$ cat src/hdl/emr_pkg.sv
package emr_pkg;

    // ********************************************************************
    // widths and reset values
    // ********************************************************************
    localparam int          EMR_DATA_W    = 8;
    localparam int          EMR_ADDR_W    = 8;
    localparam int          EMR_MSB       = 7;
    localparam logic [7:0]  EMR_WORK_RST  = 8'h00;
    localparam logic [7:0]  EMR_ZERO_BYTE = 8'h00;
    localparam logic        EMR_CARRY_RST = 1'b0;
    localparam logic        EMR_ZERO_RST  = 1'b0;

    // ********************************************************************
    // operation codes
    // ********************************************************************
    typedef enum logic [2:0] {
        EMR_LONG_COPY_OP_TO_WORK                   = 3'h0,
        EMR_LONG_COPY_OP_TO_MEMORY                 = 3'h1,
        EMR_LONG_OR_TO_WORK                        = 3'h2,
        EMR_LONG_OR_TO_MEMORY                      = 3'h3,
        EMR_LONG_ROTATE_LEFT                       = 3'h4,
        EMR_LONG_ROTATE_LEFT_TO_WORK               = 3'h5,
        EMR_LONG_ROTATE_LEFT_THROUGH_CARRY         = 3'h6,
        EMR_LONG_ROTATE_LEFT_THROUGH_CARRY_TO_WORK = 3'h7
    } emr_op_t;

endpackage : emr_pkg

$ cat src/hdl/emr_alu_if.sv
`timescale 1ns/1ns
interface emr_alu_if;
    import emr_pkg::*;

    emr_op_t          op;
    logic [7:0]       work;
    logic [7:0]       mem;
    logic             carry_in;
    logic [7:0]       result;
    logic             carry_out;
    logic             wr_work;
    logic             wr_mem;
    logic             upd_zero;
    logic             upd_carry;

    modport alu (
        input  op, work, mem, carry_in,
        output result, carry_out, wr_work, wr_mem, upd_zero, upd_carry
    );
    modport core (
        output op, work, mem, carry_in,
        input  result, carry_out, wr_work, wr_mem, upd_zero, upd_carry
    );
endinterface : emr_alu_if

$ cat src/hdl/emr_alu.sv
`timescale 1ns/1ns
module emr_alu
    import emr_pkg::*;
(
    emr_alu_if.alu bus
);

    // ********************************************************************
    // operation decode and result
    // ********************************************************************
    always_comb begin
        bus.result    = bus.mem;
        bus.carry_out = bus.carry_in;
        bus.wr_work   = 1'b0;
        bus.wr_mem    = 1'b0;
        bus.upd_zero  = 1'b0;
        bus.upd_carry = 1'b0;
        case (bus.op)
            EMR_LONG_COPY_OP_TO_WORK: begin
                bus.result  = bus.mem;
                bus.wr_work = 1'b1;
            end
            EMR_LONG_COPY_OP_TO_MEMORY: begin
                bus.result = bus.work;
                bus.wr_mem = 1'b1;
            end
            EMR_LONG_OR_TO_WORK: begin
                bus.result   = bus.work | bus.mem;
                bus.wr_work  = 1'b1;
                bus.upd_zero = 1'b1;
            end
            EMR_LONG_OR_TO_MEMORY: begin
                bus.result   = bus.work | bus.mem;
                bus.wr_mem   = 1'b1;
                bus.upd_zero = 1'b1;
            end
            EMR_LONG_ROTATE_LEFT: begin
                bus.result = {bus.mem[EMR_MSB-1:0], bus.mem[EMR_MSB]};
                bus.wr_mem = 1'b1;
            end
            EMR_LONG_ROTATE_LEFT_TO_WORK: begin
                bus.result  = {bus.mem[EMR_MSB-1:0], bus.mem[EMR_MSB]};
                bus.wr_work = 1'b1;
            end
            EMR_LONG_ROTATE_LEFT_THROUGH_CARRY: begin
                bus.result    = {bus.mem[EMR_MSB-1:0], bus.carry_in};
                bus.carry_out = bus.mem[EMR_MSB];
                bus.wr_mem    = 1'b1;
                bus.upd_carry = 1'b1;
            end
            EMR_LONG_ROTATE_LEFT_THROUGH_CARRY_TO_WORK: begin
                bus.result    = {bus.mem[EMR_MSB-1:0], bus.carry_in};
                bus.carry_out = bus.mem[EMR_MSB];
                bus.wr_work   = 1'b1;
                bus.upd_carry = 1'b1;
            end
            default: begin
                bus.result = bus.mem;
            end
        endcase
    end

endmodule : emr_alu

$ cat src/hdl/emr_exec_unit.sv
`timescale 1ns/1ns
module emr_exec_unit
    import emr_pkg::*;
(
    // clock and reset
    input  wire logic                  clk_sys_i,
    input  wire logic                  arst_n_i,
    // operation request
    input  wire logic                  op_valid_i,
    input  wire emr_op_t               op_code_i,
    input  wire logic [EMR_ADDR_W-1:0] op_addr_i,
    input  wire logic [EMR_DATA_W-1:0] mem_rdata_i,
    // memory write-back
    output logic                       mem_we_o,
    output logic      [EMR_ADDR_W-1:0] mem_waddr_o,
    output logic      [EMR_DATA_W-1:0] mem_wdata_o,
    // architectural state
    output logic      [EMR_DATA_W-1:0] working_register_o,
    output logic                       carry_o,
    output logic                       zero_o,
    output logic                       done_o
);

    // ********************************************************************
    // state
    // ********************************************************************
    typedef struct packed {
        logic [EMR_DATA_W-1:0] work;
        logic                  carry;
        logic                  zero;
        logic                  mem_we;
        logic [EMR_ADDR_W-1:0] mem_waddr;
        logic [EMR_DATA_W-1:0] mem_wdata;
        logic                  done;
    } emr_state_t;

    emr_state_t state_reg;
    emr_state_t state_next;

    emr_alu_if alu_bus ();

    assign alu_bus.op       = op_code_i;
    assign alu_bus.work     = state_reg.work;
    assign alu_bus.mem      = mem_rdata_i;
    assign alu_bus.carry_in = state_reg.carry;

    emr_alu u_alu (
        .bus (alu_bus.alu)
    );

    // ********************************************************************
    // next state
    // ********************************************************************
    always_comb begin
        state_next        = state_reg;
        state_next.mem_we = 1'b0;
        state_next.done   = 1'b0;
        if (op_valid_i) begin
            state_next.done = 1'b1;
            if (alu_bus.wr_work) begin
                state_next.work = alu_bus.result;
            end
            if (alu_bus.wr_mem) begin
                state_next.mem_we    = 1'b1;
                state_next.mem_waddr = op_addr_i;
                state_next.mem_wdata = alu_bus.result;
            end
            if (alu_bus.upd_zero) begin
                state_next.zero = (alu_bus.result == EMR_ZERO_BYTE);
            end
            if (alu_bus.upd_carry) begin
                state_next.carry = alu_bus.carry_out;
            end
        end
    end

    always_ff @(posedge clk_sys_i or negedge arst_n_i) begin
        if (!arst_n_i) begin
            state_reg.work      <= EMR_WORK_RST;
            state_reg.carry     <= EMR_CARRY_RST;
            state_reg.zero      <= EMR_ZERO_RST;
            state_reg.mem_we    <= 1'b0;
            state_reg.mem_waddr <= '0;
            state_reg.mem_wdata <= EMR_ZERO_BYTE;
            state_reg.done      <= 1'b0;
        end else begin
            state_reg <= state_next;
        end
    end

    // ********************************************************************
    // outputs
    // ********************************************************************
    assign mem_we_o           = state_reg.mem_we;
    assign mem_waddr_o        = state_reg.mem_waddr;
    assign mem_wdata_o        = state_reg.mem_wdata;
    assign working_register_o = state_reg.work;
    assign carry_o            = state_reg.carry;
    assign zero_o             = state_reg.zero;
    assign done_o             = state_reg.done;

endmodule : emr_exec_unit

$ cat config.mk
export PLATFORM = sky130hd
export DESIGN_NAME = emr_exec_unit
export DESIGN_NICKNAME = d
export VERILOG_FILES = /design/src/hdl/emr_pkg.sv /design/src/hdl/emr_alu_if.sv /design/src/hdl/emr_alu.sv /design/src/hdl/emr_exec_unit.sv
export SDC_FILE = /design/constraint.sdc
export NUM_CORES = 1
export LEC_CHECK = 0
export BUFFER_PORTS_ARGS = -buffer_cell sky130_fd_sc_hd__buf_2
export CAP_MARGIN = 20
export CORE_ASPECT_RATIO = 0.9
export CORE_MARGIN = 2
export CORE_UTILIZATION = 40
export CTS_CLUSTER_SIZE = 12
export DETAILED_ROUTE_END_ITERATION = 10
export PLACE_DENSITY = 0.68
export SYNTH_ARGS = -nofsm -noshare
export SYNTH_HDL_FRONTEND = slang
export SYNTH_SLANG_ARGS = --single-unit
$ cat constraint.sdc
create_clock -name clk_sys_i -period 1.2 [get_ports clk_sys_i]
set_input_delay 0.3 -clock clk_sys_i [delete_from_list [all_inputs] [get_ports clk_sys_i]]
set_output_delay 0.3 -clock clk_sys_i [all_outputs]
set_load 0.005 [all_outputs]
* After elaboration in Yosys (flattened, before gate mapping) *
Cells that the tools add are included.

operators by class
  order comparisons = 0
  add/sub/neg operators = 0
  divide/modulo/power cells = 0
  eq/ne operators = 7
  mux-type cells = 7
  bitwise logic cells = 1
  shift operators = 0
  multiply operators = 0
  reduce and logical (&&, ||, !) cells = 11

operators by type and width
  kind                number
  $pmux 8 s5          1
  $mux 18             1
  $mux 17             1
  $eq 3x3->1 const B  4
  $logic_not 8->1     1
  $or 8x8->8          1
  $reduce_or 4->1     2
  $eq 3x2->1 const B  2
  $reduce_and 2->1    3
  $reduce_or 2->1     3
  $mux 1              4
  $eq 3x1->1 const B  1
  $logic_not 3->1     1
  $reduce_and 3->1    1

word-level totals
  input port bits = 22
  bits in latches = 0
  ROM bits = 0
  word-level logic and storage cells = 33
  bits in writable memories = 0
  memories kept = 0
  output and inout port bits = 28
  flip-flop bits (word level) = 28

* Longest topological paths before layout *
Gate-level depths: netlist of the first run.

  depth in word-level cells = 5
  depth in mapped cells = 6
  depth with buffers taken out = 4

* By module *
Synthesis of the first run repeated with hierarchy kept, for this count alone.

unflattened totals
  cells, all modules = 106
  area total of the unflattened synthesis = 1415.1 um2

by module, submodules not included
  module         area an instance (um2)  seq. area each (um2)  cells an instance  times used
  emr_exec_unit  1082.3                  700.7                 62                 1
  emr_alu        332.8                   0.0                   44                 1

* Least setup slack after synthesis of the first run *
Ideal clock, no wire load.

  kind = input-to-reg
  start point = input port op_code_i[0]
  end point = register working_register_o[1] (netlist name)
  data required time = 1.075 ns
  data arrival time = 1.257 ns
  setup time = 0.125 ns
  path slack = -0.182 ns
  stages on the path = 5
  path buffers = 2
  cell sequence = buf_6 > xor2_2 > or2_1 > buf_6 > mux2_4

on the way
  longest elaborated chain between the ends = 4
  elaborated cells on any way between the ends = 15
  those cells by class = eq/ne: 7; mux: 2; reduce/logical: 6

ends and longest elaborated chain
  what                                      RTL line             text
  start, declared                           emr_exec_unit.sv:10  input wire emr_op_t op_code_i,
  $eq 3x2->1, or another cell as far along  emr_alu.sv:18        case (bus.op)
  $reduce_or 4->1 (no line)                 -
  $mux 1                                    emr_alu.sv:18
  $reduce_and 2->1 (no line)                -

Parallel ways exist; a longest one is shown, timed or not.
A chain may end at the register's enable or synchronous reset.

* Worst setup path in the final report of the first run *
  start point = register working_register_o[1] (netlist name)
  end point = register state_reg (netlist bit zero_o)

on the way
  longest elaborated chain between the ends = 3

ends and longest elaborated chain
  what                  RTL line                      text
  $or 8x8->8            emr_alu.sv:28, emr_alu.sv:33
  $pmux 8 s5 *          emr_alu.sv:18
  $logic_not 8->1 *     emr_exec_unit.sv:69           state_next.zero = (alu_bus.result == EMR_ZERO_BYTE);
  end signal, assigned  emr_exec_unit.sv:87           state_reg <= state_next;
  end, declared         emr_exec_unit.sv:37           emr_state_t state_reg;

Every way passes the cells marked *; elsewhere a longest branch is shown, timed or not.

==> impl_metrics.py, run 1 <==
metrics = {
    "timing": {
        "rsz0062_at_grt": "true",
        "worst_pin_slew_ns": 0.401,
        "min_period_over_period_pct": 108,
        "setup_slack_ns": -0.0973,
        "period_needed_ns": 1.30,
        "slew_headroom_pct": 73.2,
        "fmax_ghz": 0.771,
        "slew_violations": 0,
        "finalHoldViolCount": 0,
        "fin_worst_skew_ns": 0.00144,
        "setup_violations": 15,
    },
    "synth": {
        "synthesis.area_sq_um": 1390,
        "synth_fa_ha_area_share_pct": 0,
        "synth_cell_types": 24,
        "synth_compound_area_share_pct": 9.75,
        "synth.net_count": 134,
        "synthesis.instances": 112,
        "ys_seq_area_share_pct": 50.5,
        "synth.avg_cell_area_sq_um": 12.4,
        "yosysWarnings": 0,
        "synth_xor_area_share_pct": 1.17,
        "synth-simple-area-share_pct": 7.58,
        "synthArstFlopShare_pct": 100,
        "synth_top_family_by_area": "multiplexers",
        "synth-edff-count": 0,
        "synth.area.mux_share_pct": 24.4,
        "ys_ff_latch": 28,
        "synthFlopType": "dfrtp_1",
    },
    "die": {
        "dieWidth_um": 66.1,
        "die_h_um": 59.9,
        "num_rows": 20,
        "ios": 50,
        "dieArea_sq_um": 3950,
        "initial_core_util_pct": 41.3,
        "core_sq_um": 3350,
    },
    "worst_setup_path": {
        "cp_num_buf_inv": 1,
        "arrival_ns": 1.49,
        "slowest_delay_ns": 0.41,
        "reg2regPathDepth": 4,
        "r2r_end": "zero_o$_DFFE_PN0P_",
        "path_cells": "buf_4 -> nor4_2 -> nand4b_1 -> o31ai_2",
        "cp_max_fo": 3,
        "worstSetupPathType": "register to register",
        "required_ns": 1.39,
        "rrSetupSlack_ns": -0.1,
        "startpoint_type": "register",
        "crit_path_end_kind": "register",
        "r2r_start": "working_register_o[1]$_DFFE_PN0P_",
        "cp_slowest_cell": "dfrtp_1",
        "path_delay_family": "simple AND/OR/NAND/NOR gates",
    },
    "placed_design": {
        "dp_hpwl_um": 2470,
        "portBuffers": 49,
        "placed_area_sq_um": 1850,
        "routabilityCongestion": 0.915,
        "dpl.cell_count": 222,
        "dp_slack_ns": -0.374,
    },
    "pwr": {
        "power_density_nw_per_um2": 1530,
        "ir_drop_v": 0.000893,
        "power_frac_comb_pct": 35.4,
        "finalPower_mw": 3.15,
        "p_leak_nw": 1.05,
        "p_sw_uw": 860,
        "clkPwrFrac_pct": 23.7,
        "switching_share_pct": 27.3,
        "pwr-share-seq_pct": 40.9,
        "internal_power_mw": 2.29,
    },
    "global_route": {
        "grt_start_max_net_pins": 17,
        "grt_pass1_vias": 1220,
        "grt.overflow.total": 0,
        "grtUsageTotal_pct": 18.5,
        "grt_pass1_wl_um": 5520,
        "antenna_found_initial": 0,
    },
    "drt": {
        "via_count": 1156,
        "drc": 0,
        "vias_per_cell": 5.05,
        "ant_nets": 0,
        "dr.pass1.iters": 4,
        "wire_per_inst_um": 14.9,
        "drt_iter0_drc": 18,
        "wirelength_um": 3420,
    },
    "worst_hold_path": {
        "min_to": "mem_waddr_o[7]$_DFFE_PN0P_",
        "min_path_type": "input pin to register",
        "min_path_cells": 2,
        "min_from": "op_addr_i[7]",
    },
    "clock_tree": {
        "clk-insertion-delay-late_ns": 0.27,
        "cts.path.max_buffers": 2,
        "numCtsBuffers": 3,
        "clk_pin_slew_worst_paths_ns": 0.10,
        "cts_tree": "done",
        "cts_root_buf": "clkbuf_8",
        "cts_sinks": 28,
        "cts_max_level": 1,
    },
    "final_layout": {
        "final_cells": 229,
        "regArea_sq_um": 701,
        "drive_gt1_share_pct": 61.6,
        "fillCellCount": 282,
        "post-route-util_pct": 61.5,
        "design_area_sq_um": 2060,
        "area_growth_pct": 48.8,
        "nNetsFinal": 208,
        "multi_input_area_sq_um": 696,
        "diodes": 0,
    },
    "run": {
        "drv_cap": 0,
    },
    "run_status": {
        "violations": "negative setup slack",
        "status": "finished, violations left",
    },
}
state kept, by name, indices dropped and copies added, names as in the netlist:
signal,count
carry_o,1
working_register_o,8
done_o,1
zero_o,1
mem_we_o,1
mem_waddr_o,8
mem_wdata_o,8
through the flow:
stage	hold WS, ns	setup TNS [ns]
after floorplan	0.00441	-2.03
after global placement	0.220	-5.90
after detailed placement	0.221	-6.55
after CTS	0.243	-0.437
after global routing	0.241	-1.27
final	0.247	-0.480
synth_stat cells (3+ instances only):
library cell | count | area share [%]
buf_6 | 5 | 4.1
nor3_1 | 5 | 1.8
mux2i_1 | 6 | 4.3
dfrtp_1 | 28 | 51
inv_1 | 8 | 2.2
mux2_4 | 8 | 8.7
o21ai_0 | 8 | 2.9
a221oi_1 | 3 | 1.9
mux2_2 | 14 | 11
nand2_1 | 9 | 2.4
cell families (layout without fill, tap and decap cells):
family | Yosys count | after routing
AND/OR/NAND/NOR | 22 | 22
AO/OA/AOI/OAI | 19 | 19
flip-flops | 28 | 28
multiplexers | 28 | 28
buffers and inverters | 14 | 87
XOR/XNOR | 1 | 1
power by group through the flow:
stage	clock [mW]	combinational, mW	sequential (mW)
2_1_floorplan	0	0.422	1.32
3_3_place_gp	0	0.907	1.28
3_5_place_dp	0	0.932	1.29
4_1_cts	0.759	1.04	1.28
5_1_grt	0.802	1.20	1.32
6_report	0.745	1.11	1.29
routing by layer:
layer	part of all wire, %	vias to the layer above	global-route usage [%]
met5	0	-	0
met4	1.8	0	6.12
met3	6.1	6	3.01
met2	51	38	34.2
met1	41	568	21.9
li1	-	544	-
layout make-up:
cell class,instances,share of cell area [%]
clock buffer,3,2.00
clock inverter,1,1.46
inverter,8,1.46
multi-input combinational,70,33.7
sequential,28,34.0
tap,44,2.67
timing repair buffer,75,24.7
worst max path at each step:
| stage | from | endpoint | depth (start not counted) |
|---|---|---|---|
| 2_1_floorplan | op_code_i[0] | working_register_o[1]$_DFFE_PN0P_ | 5 |
| 3_3_place_gp | op_code_i[0] | working_register_o[0]$_DFFE_PN0P_ | 4 |
| 3_5_place_dp | op_code_i[0] | working_register_o[0]$_DFFE_PN0P_ | 4 |
| 4_1_cts | working_register_o[4]$_DFFE_PN0P_ | working_register_o[4] | 2 |
| 5_1_grt | working_register_o[1]$_DFFE_PN0P_ | zero_o$_DFFE_PN0P_ | 4 |
| 6_report | working_register_o[1]$_DFFE_PN0P_ | zero_o$_DFFE_PN0P_ | 4 |
worst reg2reg max path, delay by kind of cell, from the launching register on:
family,cells,cell delay (ns)
flops,1,0.41
buf+inv,1,0.16
compound gates,1,0.19
simple gates,2,0.46
repair_timing:
| item | CTS | global route |
|---|---|---|
| gates resized for setup | 18 | 9 |
| hold buffers | 1 | 0 |
| setup buffers | 0 | 2 |
| hold endpoints to repair | 13 | 0 |
| pin swaps | 1 | 2 |
| endpoints found under the setup margin | 16 | 18 |
placed cells by master (no fill, tap or decap), types with 2 or more instances in the layout:
| master | n |
|---|---|
| mux2_2 | 5 |
| clkbuf_8 | 3 |
| buf_6 | 8 |
| a221o_1 | 2 |
| dfrtp_1 | 28 |
| buf_4 | 20 |
| nor2_1 | 2 |
| a221oi_2 | 2 |
| buf_2 | 44 |
| mux2i_1 | 6 |
| inv_1 | 8 |
| mux2_4 | 17 |
| nand2_1 | 9 |
| o21ai_1 | 3 |
| buf_12 | 2 |
| o21ai_2 | 2 |
| nor3_1 | 4 |
| o21ai_0 | 4 |
(Power assumes the default switching activity.)
==> run 2: changes to the inputs <==
Settings changed: SYNTH_HIERARCHICAL from default to 1.
==> run 2 against run 1 <==
Against the previous run: register-to-register slack barely moved; the flow still finishes with violations (negative setup slack); final area fell by 6.0%; critical path depth rose by 1; hold slack got worse by 0.23 ns; sequential share of layout area rose by 2.2 points; worst setup slack improved by 0.0037 ns; fmax rose by 0.29%; first-iteration DRC count fell by 5.6%; critical path type unchanged; sequential power barely moved.
==> impl_metrics.py, run 2 <==
metrics = {
    "clock_tree": {
        "cts_sinks": 28,
        "clk_pin_slew_worst_paths_ns": 0.09,
        "numCtsBuffers": 3,
        "cts.path.max_buffers": 2,
        "clk-insertion-delay-late_ns": 0.27,
        "cts_root_buf": "clkbuf_8",
        "cts_tree": "done",
        "cts_max_level": 1,
    },
    "timing": {
        "setup_tns_ns": -0.260,
        "hold_ws_ns": 0.0125,
        "worst_pin_slew_ns": 0.349,
        "period_needed_ns": 1.29,
        "slew_violations": 0,
        "setup_slack_ns": -0.0936,
        "fin_worst_skew_ns": 0.00389,
        "slew_headroom_pct": 76.8,
        "min_period_over_period_pct": 108,
        "fmax_ghz": 0.773,
        "setup_violations": 4,
        "finalHoldViolCount": 0,
        "rsz0062_at_grt": "true",
    },
    "worst_setup_path": {
        "cp_max_fo": 2,
        "path_cells": "mux2_4 -> nand2_2 -> o31ai_2 -> buf_4 -> mux2_2",
        "slowest_delay_ns": 0.40,
        "crit_path_end_kind": "register",
        "cp_slowest_cell": "dfrtp_1",
        "arrival_ns": 1.46,
        "worstSetupPathType": "register to register",
        "required_ns": 1.37,
        "startpoint_type": "register",
    },
    "global_route": {
        "antenna_found_initial": 0,
        "grtUsageTotal_pct": 15.5,
        "grt.overflow.total": 0,
        "grt_pass1_vias": 989,
        "grt_pass1_wl_um": 4690,
        "grt_start_max_net_pins": 29,
    },
    "synth": {
        "yosysWarnings": 6,
        "synth-edff-count": 0,
        "netlist_top_cells_count": "dfrtp_1 (28), mux2_2 (17), mux2_4 (10)",
        "synth_most_common_cell": "dfrtp_1",
        "ys_seq_area_share_pct": 49.5,
        "synthFlopType": "dfrtp_1",
        "synthArstFlopShare_pct": 100,
        "yosys-top-cells-area": "dfrtp_1 (50%), mux2_2 (14%), mux2_4 (11%)",
        "synth.avg_cell_area_sq_um": 13.4,
        "synthesis.area_sq_um": 1420,
        "synth.net_count": 128,
        "yosysTopAreaCell": "dfrtp_1",
        "synthesis.instances": 106,
        "netlist.area_leader.share_pct": 49.5,
        "ys_ff_latch": 28,
        "synth_cell_types": 21,
    },
    "drt": {
        "wirelength_um": 2970,
        "wire_per_inst_um": 14.0,
        "ant_nets": 0,
        "drc": 0,
        "drt_iter0_drc": 17,
        "dr.pass1.iters": 4,
        "via_count": 1038,
        "vias_per_cell": 4.90,
    },
    "final_layout": {
        "diodes": 0,
        "nNetsFinal": 191,
        "area_growth_pct": 37.0,
        "fillCellCount": 286,
        "final_cells": 212,
        "drive_gt1_share_pct": 72.6,
        "multi_input_area_sq_um": 733,
        "layout_commonest_cell": "buf_2",
        "regArea_sq_um": 701,
        "most-common-layout-cells": "buf_2 (49), dfrtp_1 (28), mux2_4 (15)",
    },
    "placed_design": {
        "routabilityCongestion": 0.815,
        "dp_hpwl_um": 2240,
        "portBuffers": 49,
        "dpl.cell_count": 207,
    },
    "pwr": {
        "clkPwrFrac_pct": 19.9,
        "internal_power_mw": 2.08,
        "finalPower_mw": 2.90,
        "p_leak_nw": 0.970,
        "p_sw_uw": 825,
        "switching_share_pct": 28.4,
        "pwr-share-seq_pct": 45.6,
        "ir_drop_v": 0.000667,
        "power_density_nw_per_um2": 1500,
        "power_frac_comb_pct": 34.5,
    },
    "run_status": {
        "status": "finished, violations left",
        "violations": "negative setup slack",
    },
    "run": {
        "drv_cap": 0,
    },
    "die": {
        "dieWidth_um": 66.7,
        "dieArea_sq_um": 4030,
        "die_h_um": 60.4,
        "core_sq_um": 3380,
        "num_rows": 20,
        "ios": 50,
        "initial_core_util_pct": 41.9,
    },
    "worst_hold_path": {
        "min_path_type": "input pin to asynchronous set/reset pin",
    },
}
==> run 2: cell count changes after synthesis, sizes merged, moves of 2 or more <==
cell / change
a21oi: +8
a221o: -2
a221oi: -3
inv: -6
mux2: +5
mux2i: -6
nor2: +6
nor3: -5
o21ai: -9
o221ai: -2
o31ai: +7
==> run 2: power by group through the flow <==
stage                     Clock, mW  Sequential [mW]  Combinational [mW]
after floorplan                   0             1.35               0.517
after global placement            0             1.33               0.975
after detailed placement          0             1.34               0.992
after CTS                     0.594             1.32                1.01
after global routing          0.631             1.35                1.09
final                         0.577             1.32                1.00
==> run 2: repair_timing <==
| action | in CTS | in global routing |
|---|---|---|
| endpoints found under the hold margin | 0 | 0 |
| setup endpoints to repair | 15 | 8 |
| setup buffers | 0 | 1 |
| resized for setup | 3 | 1 |
| hold buffers | 0 | 0 |
| pin swaps | 2 | 1 |
==> run 2: worst paths after layout <==
check                                      startpoint                    endpoint  slack (ns)  cells after the start
hold reg to reg            mem_wdata_o[0]$_DFFE_PN0P_  mem_wdata_o[0]$_DFFE_PN0P_        0.51                      1
setup reg to reg                  carry_o$_DFFE_PN0P_  mem_wdata_o[0]$_DFFE_PN0P_       -0.09                      5
setup / recovery                  carry_o$_DFFE_PN0P_  mem_wdata_o[0]$_DFFE_PN0P_       -0.09                      5
max in group asynchronous                    arst_n_i  mem_waddr_o[7]$_DFFE_PN0P_        0.93                      2
hold / removal                               arst_n_i  mem_wdata_o[5]$_DFFE_PN0P_        0.01                      2
min in group clk_sys_i                   op_addr_i[0]  mem_waddr_o[0]$_DFFE_PN0P_        0.26                      2
==> run 2: layout make-up <==
type	count	share of cell area, %
multi-input cells	71	37.8
flip-flops and latches	28	36.1
well taps	44	2.84
repair buffers	63	20.0
inverters	2	0.387
clock buffers	4	2.84
==> run 2: cells by family after synthesis <==
group	count (synthesis)	share of synthesized area, %
flops	28	49.5
mux	27	24.1
simple gates	25	8.58
compound gates	18	13.3
buf+inv	7	3.89
xor+xnor	1	0.619
==> run 2: worst max-delay path: cells and delay by family, from the launching register on <==
| family | cells | cell delay, ns |
|---|---|---|
| mux | 2 | 0.53 |
| flops | 1 | 0.40 |
| buf+inv | 1 | 0.14 |
| compound gates | 1 | 0.07 |
| simple gates | 1 | 0.06 |
==> run 2: layer usage <==
layer	track usage (%)	share of wire [%]
met1	22.1	47
met2	24.0	46
met3	3.53	5.1
met4	4.37	0.98
met5	0	0
==> run 2: metrics by stage <==
| stage | setup slack, ns | utilization [%] | instance area (sq um) |
|---|---|---|---|
| after floorplan | -0.107 | - | 1490 |
| after global routing | -0.160 | 57.4 | 1940 |
| final | -0.0936 | 57.4 | 1940 |
| after detailed placement | -0.470 | 55.1 | 1860 |
| after CTS | -0.0870 | 57.0 | 1930 |
| after global placement | -0.422 | 55.1 | 1860 |
==> run 3: changes to the inputs <==
Settings changed: ABC_AREA from default to 1.
==> run 3 against run 2 <==
Against the previous run: the flow now finishes without violations; clock power is 16% lower; worst setup slack better by 0.16 ns; sequential power is 8% lower; total power is 19% lower; critical path type is now register to primary output; largest cell class is now registers; highest routed layer unchanged.
==> impl_metrics.py, run 3 <==
metrics = {
    "drt": {
        "drc": 0,
        "drt_iter0_drc": 83,
        "dr.pass1.iters": 4,
        "wire_per_inst_um": 11.4,
        "via_count": 1372,
        "vias_per_cell": 4.67,
        "wirelength_um": 3340,
        "ant_nets": 0,
    },
    "synth": {
        "netlist_top_cells_count": "nand2_1 (71), dfrtp_1 (28), inv_1 (24)",
        "netlist.area_leader.share_pct": 49.2,
        "yosysWarnings": 6,
        "synthesis.instances": 189,
        "ys_seq_area_share_pct": 49.2,
        "synthArstFlopShare_pct": 100,
        "synth_most_common_cell": "nand2_1",
        "synthFlopType": "dfrtp_1",
        "synth.avg_cell_area_sq_um": 7.53,
        "synth-edff-count": 0,
        "yosys-top-cells-area": "dfrtp_1 (49%), nand2_1 (19%), inv_1 (6.3%)",
        "synth.net_count": 211,
        "yosysTopAreaCell": "dfrtp_1",
        "synth_cell_types": 18,
        "ys_ff_latch": 28,
        "synthesis.area_sq_um": 1420,
    },
    "clock_tree": {
        "ctsHoldBuffers": 0,
        "clk_pin_slew_worst_paths_ns": 0.09,
        "cts.path.max_buffers": 2,
        "cts_max_level": 1,
        "cts_tree": "done",
        "cts_sinks": 28,
        "clk-insertion-delay-late_ns": 0.27,
        "numCtsBuffers": 3,
        "cts_root_buf": "clkbuf_8",
    },
    "pwr": {
        "ir_drop_v": 0.000758,
        "p_leak_nw": 1.07,
        "power_density_nw_per_um2": 1240,
    },
    "worst_setup_path": {
        "path_cells": "buf_2",
        "endpoint": "working_register_o[1]",
        "cp_max_fo": 4,
        "path_depth": 1,
        "required_ns": 0.90,
        "reg2regPathDepth": 7,
        "cp_num_buf_inv": 1,
        "r2r_start": "working_register_o[6]$_DFFE_PN0P_",
        "worstSetupPathType": "register to primary output",
        "crit_start": "working_register_o[1]$_DFFE_PN0P_",
        "cp_slowest_cell": "dfrtp_1",
        "rrSetupSlack_ns": 0.09,
        "path_delay_family": "flip-flops",
        "startpoint_type": "register",
        "r2r_end": "zero_o$_DFFE_PN0P_",
        "arrival_ns": 0.84,
        "slowest_delay_ns": 0.43,
        "crit_path_end_kind": "primary output",
    },
    "global_route": {
        "grt_pass1_wl_um": 5300,
        "grt_pass1_vias": 1134,
        "grtUsageTotal_pct": 17.4,
        "grt_start_max_net_pins": 29,
        "grt.overflow.total": 0,
        "antenna_found_initial": 0,
    },
    "final_layout": {
        "final_cells": 294,
        "area_growth_pct": 32.1,
        "drive_gt1_share_pct": 32.0,
        "layout_commonest_cell": "nand2_1",
        "post-route-util_pct": 55.3,
        "diodes": 0,
        "most-common-layout-cells": "nand2_1 (71), buf_2 (49), dfrtp_1 (28)",
        "nNetsFinal": 274,
    },
    "die": {
        "dieWidth_um": 66.9,
        "initial_core_util_pct": 41.8,
        "core_sq_um": 3400,
        "dieArea_sq_um": 4050,
        "ios": 50,
        "num_rows": 20,
        "die_h_um": 60.6,
    },
    "timing": {
        "fin_worst_skew_ns": 0.00177,
        "finalHoldViolCount": 0,
        "setup_violations": 0,
        "period_needed_ns": 1.14,
        "slew_headroom_pct": 76.9,
        "min_period_over_period_pct": 94.6,
        "worst_pin_slew_ns": 0.347,
        "slew_violations": 0,
        "setup_tns_ns": 0,
        "rsz0062_at_grt": "true",
        "fmax_ghz": 0.881,
    },
    "run_status": {
        "status": "finished, final reports clean",
    },
    "worst_hold_path": {
        "min_path_type": "input pin to asynchronous set/reset pin",
    },
    "placed_design": {
        "routabilityCongestion": 0.790,
        "portBuffers": 49,
        "dpl.cell_count": 289,
        "dp_hpwl_um": 2580,
    },
    "run": {
        "drv_cap": 0,
    },
}
[run 3: cell types whose count changed in the layout (fill, tap and decap cells not counted), sizes merged, moves of 7 or more]
cell   previous run  this run
nand2            11        74
mux2             27         0
inv               2        27
o21ai             0        18
nand4             0        12
nand3             0        10
o31ai             8         0
a21oi             8         1
[run 3: what timing repair did]
action                     CTS  global route
setup buffers                0             2
gates resized for setup      0             1
setup endpoints to repair    0             1
[run 3: area by class of cell]
class / instances / area [sq um]
fill: 350 / 1520
tap: 44 / 55.1
clock buffer: 3 / 41.3
inverter: 28 / 113
sequential: 28 / 701
multi-input combinational: 127 / 588
timing repair buffer: 64 / 383
[run 3: layer usage]
layer	wire, um	track usage [%]	vias to the layer above
met1	1590	25.1	611
li1	-	-	718
met5	0	0	-
met2	1550	27.7	39
met3	175	2.78	4
met4	31	4.37	0
[run 3: how the worst min path moves through the flow]
stage                     depth (start not counted)     start                   to  slack [ns]
after CTS                                         2  arst_n_i  carry_o$_DFFE_PN0P_        0.03
after floorplan                                   0  arst_n_i  carry_o$_DFFE_PN0P_       0.004
after detailed placement                          2  arst_n_i  carry_o$_DFFE_PN0P_        0.32
after global placement                            2  arst_n_i  carry_o$_DFFE_PN0P_        0.32
final                                             2  arst_n_i  carry_o$_DFFE_PN0P_        0.02
after global routing                              2  arst_n_i  carry_o$_DFFE_PN0P_        0.05
[run 3: power by group]
part,switching (mW),internal (mW)
registers,0.110,1.10
clock network,0.259,0.225
logic,0.344,0.306
total,0.714,1.63
[run 3: cells by family after synthesis]
family	share of synthesized area [%]
AO/OA/AOI/OAI	8.00
flip-flops	49.2
AND/OR/NAND/NOR	32.8
buffers and inverters	10.0
[run 3: per-stage QoR]
| step | power [mW] | setup slack, ns | area [sq um] | hold slack (ns) |
|---|---|---|---|---|
| 6_report | 2.34 | 0.0648 | 1880 | 0.0158 |
| 5_1_grt | 2.51 | -0.00974 | 1880 | 0.0455 |
| 4_1_cts | 2.35 | 0.0560 | 1860 | 0.0308 |
| 3_5_place_dp | 1.86 | -0.0893 | 1820 | 0.324 |
| 3_3_place_gp | 1.85 | -0.0925 | 1820 | 0.317 |
| 2_1_floorplan | 1.53 | 0.0200 | 1450 | 0.00441 |
